--- config.mk ---
export PLATFORM = sky130hd
export DESIGN_NAME = pmird_top
export DESIGN_NICKNAME = d
export VERILOG_FILES = /design/src/hdl/pmird_pkg.sv /design/src/hdl/pmird_top.sv
export VERILOG_INCLUDE_DIRS = /design/src /design/src/hdl
export SDC_FILE = /design/constraint.sdc
export NUM_CORES = 1
export LEC_CHECK = 0
export BUFFER_PORTS_ARGS = -buffer_cell sky130_fd_sc_hd__clkbuf_2
export CORE_ASPECT_RATIO = 1.5
export CORE_MARGIN = 2
export CORE_UTILIZATION = 40
export DETAILED_ROUTE_END_ITERATION = 10
export PLACE_DENSITY = 0.73
export SLEW_MARGIN = 20
export SYNTH_ARGS = -nofsm -noshare
export SYNTH_HDL_FRONTEND = slang
export SYNTH_SLANG_ARGS = --single-unit
--- constraint.sdc ---
create_clock -name MCLK -period 1.8 [get_ports MCLK]
set_input_delay 0 -clock MCLK [delete_from_list [all_inputs] [get_ports MCLK]]
set_output_delay 0 -clock MCLK [all_outputs]
set_load 0.02 [all_outputs]
--- src/hdl/pmird_defines.svh ---
// constants for the program memory indirect read path
`ifndef PMIRD_DEFINES_SVH
`define PMIRD_DEFINES_SVH
`define PMIRD_SEL_BIT 7
`define PMIRD_PTR_W 16
`define PMIRD_WORD_W 14
`define PMIRD_ADDR_W 15
`define PMIRD_DATA_W 8
`define PMIRD_EXTRA_CYC 1
`define PMIRD_RST_DATA 8'h00
`endif

--- src/hdl/pmird_pkg.sv ---
// types for the program memory indirect read path
package pmird_pkg;
    typedef enum logic [1:0] {PMIRD_IDLE, PMIRD_FETCH, PMIRD_DONE} pmird_state_t;
endpackage : pmird_pkg

--- src/hdl/pmird_top.sv ---
// program memory indirect read path between core and program memory
`timescale 1ns/1ps
`default_nettype none
`include "pmird_defines.svh"

// Operation
// pointer high byte bit 7 set routes indirect port reads to program memory.
// indirect read of program memory loads only the low byte of the word.
// indirect port writes never change program memory.
// program memory access via pointer takes one extra instruction cycle.
// remaining pointer bits below the select bit form the program word address.
module pmird_top
    import pmird_pkg::*;
#(
    parameter int PTR_W = `PMIRD_PTR_W,
    parameter int WORD_W = `PMIRD_WORD_W,
    parameter int DATA_W = `PMIRD_DATA_W
) (
    input wire logic MCLK,
    input wire logic NRST,
    input wire logic CE,
    input wire logic [PTR_W-1:0] PTR,
    input wire logic RD_REQ,
    input wire logic WR_REQ,
    input wire logic [WORD_W-1:0] PM_DATA,
    input wire logic [DATA_W-1:0] DM_DATA,
    output logic [PTR_W-2:0] PM_ADDR,
    output logic PM_RD,
    output logic DM_RD,
    output logic DM_WR,
    output logic [DATA_W-1:0] RD_DATA,
    output logic RD_VALID,
    output logic STALL
);
    // the select bit sits at a fixed place in the high byte, so the pointer width is fixed
    if (PTR_W != 16 || DATA_W > WORD_W || DATA_W < 1) begin : g_bad_widths
        $error("pmird_top: unsupported widths");
    end

    pmird_state_t state;
    wire logic sel_pm;
    wire logic pm_read;
    wire logic dm_read;
    wire logic dm_write;

    assign sel_pm = PTR[`PMIRD_SEL_BIT + 8];
    assign pm_read = RD_REQ && sel_pm && state == PMIRD_IDLE;
    assign dm_read = RD_REQ && !sel_pm && state == PMIRD_IDLE;
    // writes aimed at program memory are dropped; the core sees a normal finish
    assign dm_write = WR_REQ && !sel_pm && state == PMIRD_IDLE;

    always_ff @(posedge MCLK) begin
        if (!NRST) begin
            state <= PMIRD_IDLE;
            PM_ADDR <= '0;
            PM_RD <= 1'b0;
            DM_RD <= 1'b0;
            DM_WR <= 1'b0;
            RD_DATA <= DATA_W'(`PMIRD_RST_DATA);
            RD_VALID <= 1'b0;
            STALL <= 1'b0;
        end else if (CE) begin
            DM_RD <= dm_read;
            DM_WR <= dm_write;
            PM_RD <= 1'b0;
            RD_VALID <= 1'b0;
            case (state)
                PMIRD_IDLE: begin
                    if (pm_read) begin
                        PM_ADDR <= PTR[PTR_W-2:0];
                        PM_RD <= 1'b1;
                        STALL <= 1'b1;
                        state <= PMIRD_FETCH;
                    end else if (dm_read) begin
                        state <= PMIRD_DONE;
                    end
                end
                PMIRD_FETCH: begin
                    // extra cycle spent while program memory answers
                    RD_DATA <= PM_DATA[DATA_W-1:0];
                    RD_VALID <= 1'b1;
                    STALL <= 1'b0;
                    state <= PMIRD_IDLE;
                end
                PMIRD_DONE: begin
                    RD_DATA <= DM_DATA;
                    RD_VALID <= 1'b1;
                    state <= PMIRD_IDLE;
                end
                default: begin
                    state <= PMIRD_IDLE;
                end
            endcase
        end
    end
endmodule : pmird_top
`default_nettype wire

==> flow_summary.yaml <==
outcome:
  status: "complete, no violations"
yosys:
  yosys_register_bits: 30
  synth.avg_cell_area_um2: 9.83
  syn-cell-area_mm2: 0.00133
  syn-num-nets: 181
  synth.distinct_cells: 24
  syn_inst: 135
  ys_seq_area_share_pct: 45.2
  async_reset_ff_share_pct: 0
  synthFlopType: "dfxtp_1"
  synth_edf_count: 0
  ys_warn_count: 0
worst_setup_path:
  r2r_start: "state[0]"
  r2r_slack_ns: 0.23
  crit_slowest_cell: "and4_1"
  cp_cell_sequence: "inv_1 > ha_1 > and4_1 > buf_4 > nand2_2 > a21boi_2"
  path_class: "reg -> reg"
  arrival_ns: 1.78
  slowest_delay_ns: 0.39
  crit_fanout: 10
  start_kind: "flop"
  reg2reg_depth: 6
  cp_data_required_time_ns: 2.01
  r2r-end: "PM_ADDR[14]"
  critPathCaptureType: "flop"
die:
  dieArea_mm2: 0.00380
  core_mm2: 0.00316
  die_h_um: 74.6
  fp-row-count: 25
  pin_count: 71
  die_w_um: 51.0
  initial_core_util_pct: 42.0
place:
  routabilityCongestion: 0.653
  post-place-ws_ns: 0.260
  io_buffers: 64
  dpl.cell_count: 233
  post_dp_cell_area_mm2: 0.00166
  place_hpwl_um: 2050
cts:
  post-cts-setup-buffers: 0
  cts-root-buf: "clkbuf_8"
  clk_path_buf_depth: 2
  cts_tree: "yes"
  insertion_delay_ns: 0.27
  clk_pin_slew_ns: 0.06
  clock-sinks: 30
  post_cts_resize_count: 0
  cts_inserted_buffers: 5
  htree_levels: 2
drt:
  first_pass_iters: 4
  avgRoutedWirePerCell_um: 11.6
  wl_um: 2970
  ant_nets: 0
  viasPerCell: 4.75
  drt-initial-drc-count: 19
  vias: 1217
  drc: 0
sta:
  maxSlewViolCount: 0
  tns_ns: 0
  slew_headroom_pct: 64.7
  fin_skew_ns: 0.00180
  setup_viol: 0
  fin_ws_ns: 0.233
  worstMarginPinSlew_ns: 0.530
  clock.fmax_ghz: 0.638
  hold_ws_ns: 0.0344
  grt_setup_unrepaired: "no"
  min_period_ns: 1.57
  finalCritPeriodShare_pct: 87.0
  hold_viol: 0
pwr:
  swShare_pct: 23.6
  seq_power_share_pct: 45.3
  p_switching_mw: 0.369
  p_comb_share_pct: 14.9
  power_mw: 1.56
  p_leak_nw: 0.924
  p_clk_share_pct: 39.8
  p_int_mw: 1.19
  p_per_area_mw_per_mm2: 816
  ir_drop_v: 0.000732
grt:
  grt.overflow.total: 0
  grt_max_degree: 31
  grt_pass1_vias: 1174
  grt_first_pass_wirelength_um: 4660
  antenna_found_initial: 0
  grt_usage_pct: 16.7
cells_and_area:
  drive_gt1_share_pct: 44.4
  area_delta_synth_final_pct: 44.3
  n_antenna_cell: 0
  fin_nets: 261
  final_cell_area_mm2: 0.00192
  fin_util_pct: 60.6
  finalNonFillerCells: 256
run:
  cap_viol_max_count: 0
hold_path:
  hold_path.class: "in -> reg"
  min_to: "DM_WR"
  worstHoldPathCells: 3
  min_from: "WR_REQ"
[critical path, delay by kind of cell, from the launching register on]
family	cells	cell delay (ns)
DFF	1	0.32
AOI/OAI and AO/OA	1	0.11
adders and majority gates	1	0.25
buffers and inverters	2	0.35
and+or+nand+nor	2	0.47
[synth_stat cells, types with 2 or more instances]
cell type  number  area (um^2)
dfxtp_1        30          601
nand2_1        30          113
a21boi_2       10          113
nand2_2        10         62.6
mux2i_1         8         80.1
o211a_1         8         80.1
a21boi_1        6         45.0
nor2b_1         5         31.3
a21boi_0        3         22.5
buf_2           3         15.0
clkbuf_1        3         11.3
ha_1            3         37.5
inv_1           3         11.3
a21oi_1         2         10.0
o21ai_0         2         10.0
[sequential cells by signal, indices dropped and copies added (netlist names)]
signal	cells
PM_ADDR	15
RD_DATA	8
state	2
DM_RD	1
DM_WR	1
PM_RD	1
RD_VALID	1
STALL	1
[cell families (layout without fill, tap and decap cells)]
| family | after synthesis | after routing | share of synthesized area [%] |
|---|---|---|---|
| flip-flops | 30 | 30 | 45.2 |
| AO/OA/AOI/OAI | 33 | 33 | 22.6 |
| multiplexers | 8 | 8 | 6.03 |
| AND/OR/NAND/NOR | 49 | 49 | 17.5 |
| adder cells (fa/ha/maj) | 3 | 3 | 2.83 |
| buffers and inverters | 12 | 93 | 5.75 |
[metal layers]
metal	GRT usage (%)	vias up	share of wire, %
met5	0	-	0
met4	10.8	0	2.7
met3	4.82	6	7.7
met2	31.6	51	52
met1	15.1	545	37
li1	-	615	-
[final cells by class]
cell class / count / area, um^2
Timing Repair Buffer: 82 / 493
Sequential cell: 30 / 601
Inverter: 3 / 11.3
Multi-Input combinational cell: 93 / 651
Clock buffer: 8 / 110
Fill cell: 285 / 1240
Tap cell: 40 / 50.0
[cell usage in the layout, fill, tap and decap left out, drive strengths merged, types with 2 or more instances in the layout]
| master | instances |
|---|---|
| clkbuf | 72 |
| nand2 | 40 |
| dfxtp | 30 |
| a21boi | 19 |
| dlygate4sd3 | 15 |
| mux2i | 8 |
| o211a | 8 |
| nor2b | 5 |
| inv | 3 |
| ha | 3 |
| buf | 3 |
| a21oi | 2 |
| o21ai | 2 |
[power by group through the flow]
stage	sequential (mW)	combinational, mW	clock [mW]
after floorplan	0.754	0.0976	0
after global placement	0.722	0.207	0
after detailed placement	0.722	0.209	0
after CTS	0.708	0.235	0.642
after global routing	0.710	0.256	0.663
final	0.708	0.233	0.621
[worst max-delay path by stage]
| stage | slack [ns] | cells past startpoint | to | startpoint |
|---|---|---|---|---|
| after CTS | 0.24 | 6 | PM_ADDR[11] | state[0] |
| final | 0.23 | 6 | PM_ADDR[14] | state[0] |
| after global placement | 0.29 | 6 | PM_ADDR[12] | state[0] |
| after global routing | 0.09 | 6 | PM_ADDR[14] | state[1] |
| after detailed placement | 0.26 | 6 | PM_ADDR[11] | state[0] |
| after floorplan | 0.42 | 6 | RD_DATA[0] | state[0] |
[repair_timing]
item                                    CTS  global route
endpoints found under the hold margin    15             0
endpoints found under the setup margin    0             0
hold buffers                             15             0
Note: power is estimated with default switching activity, not from simulation.
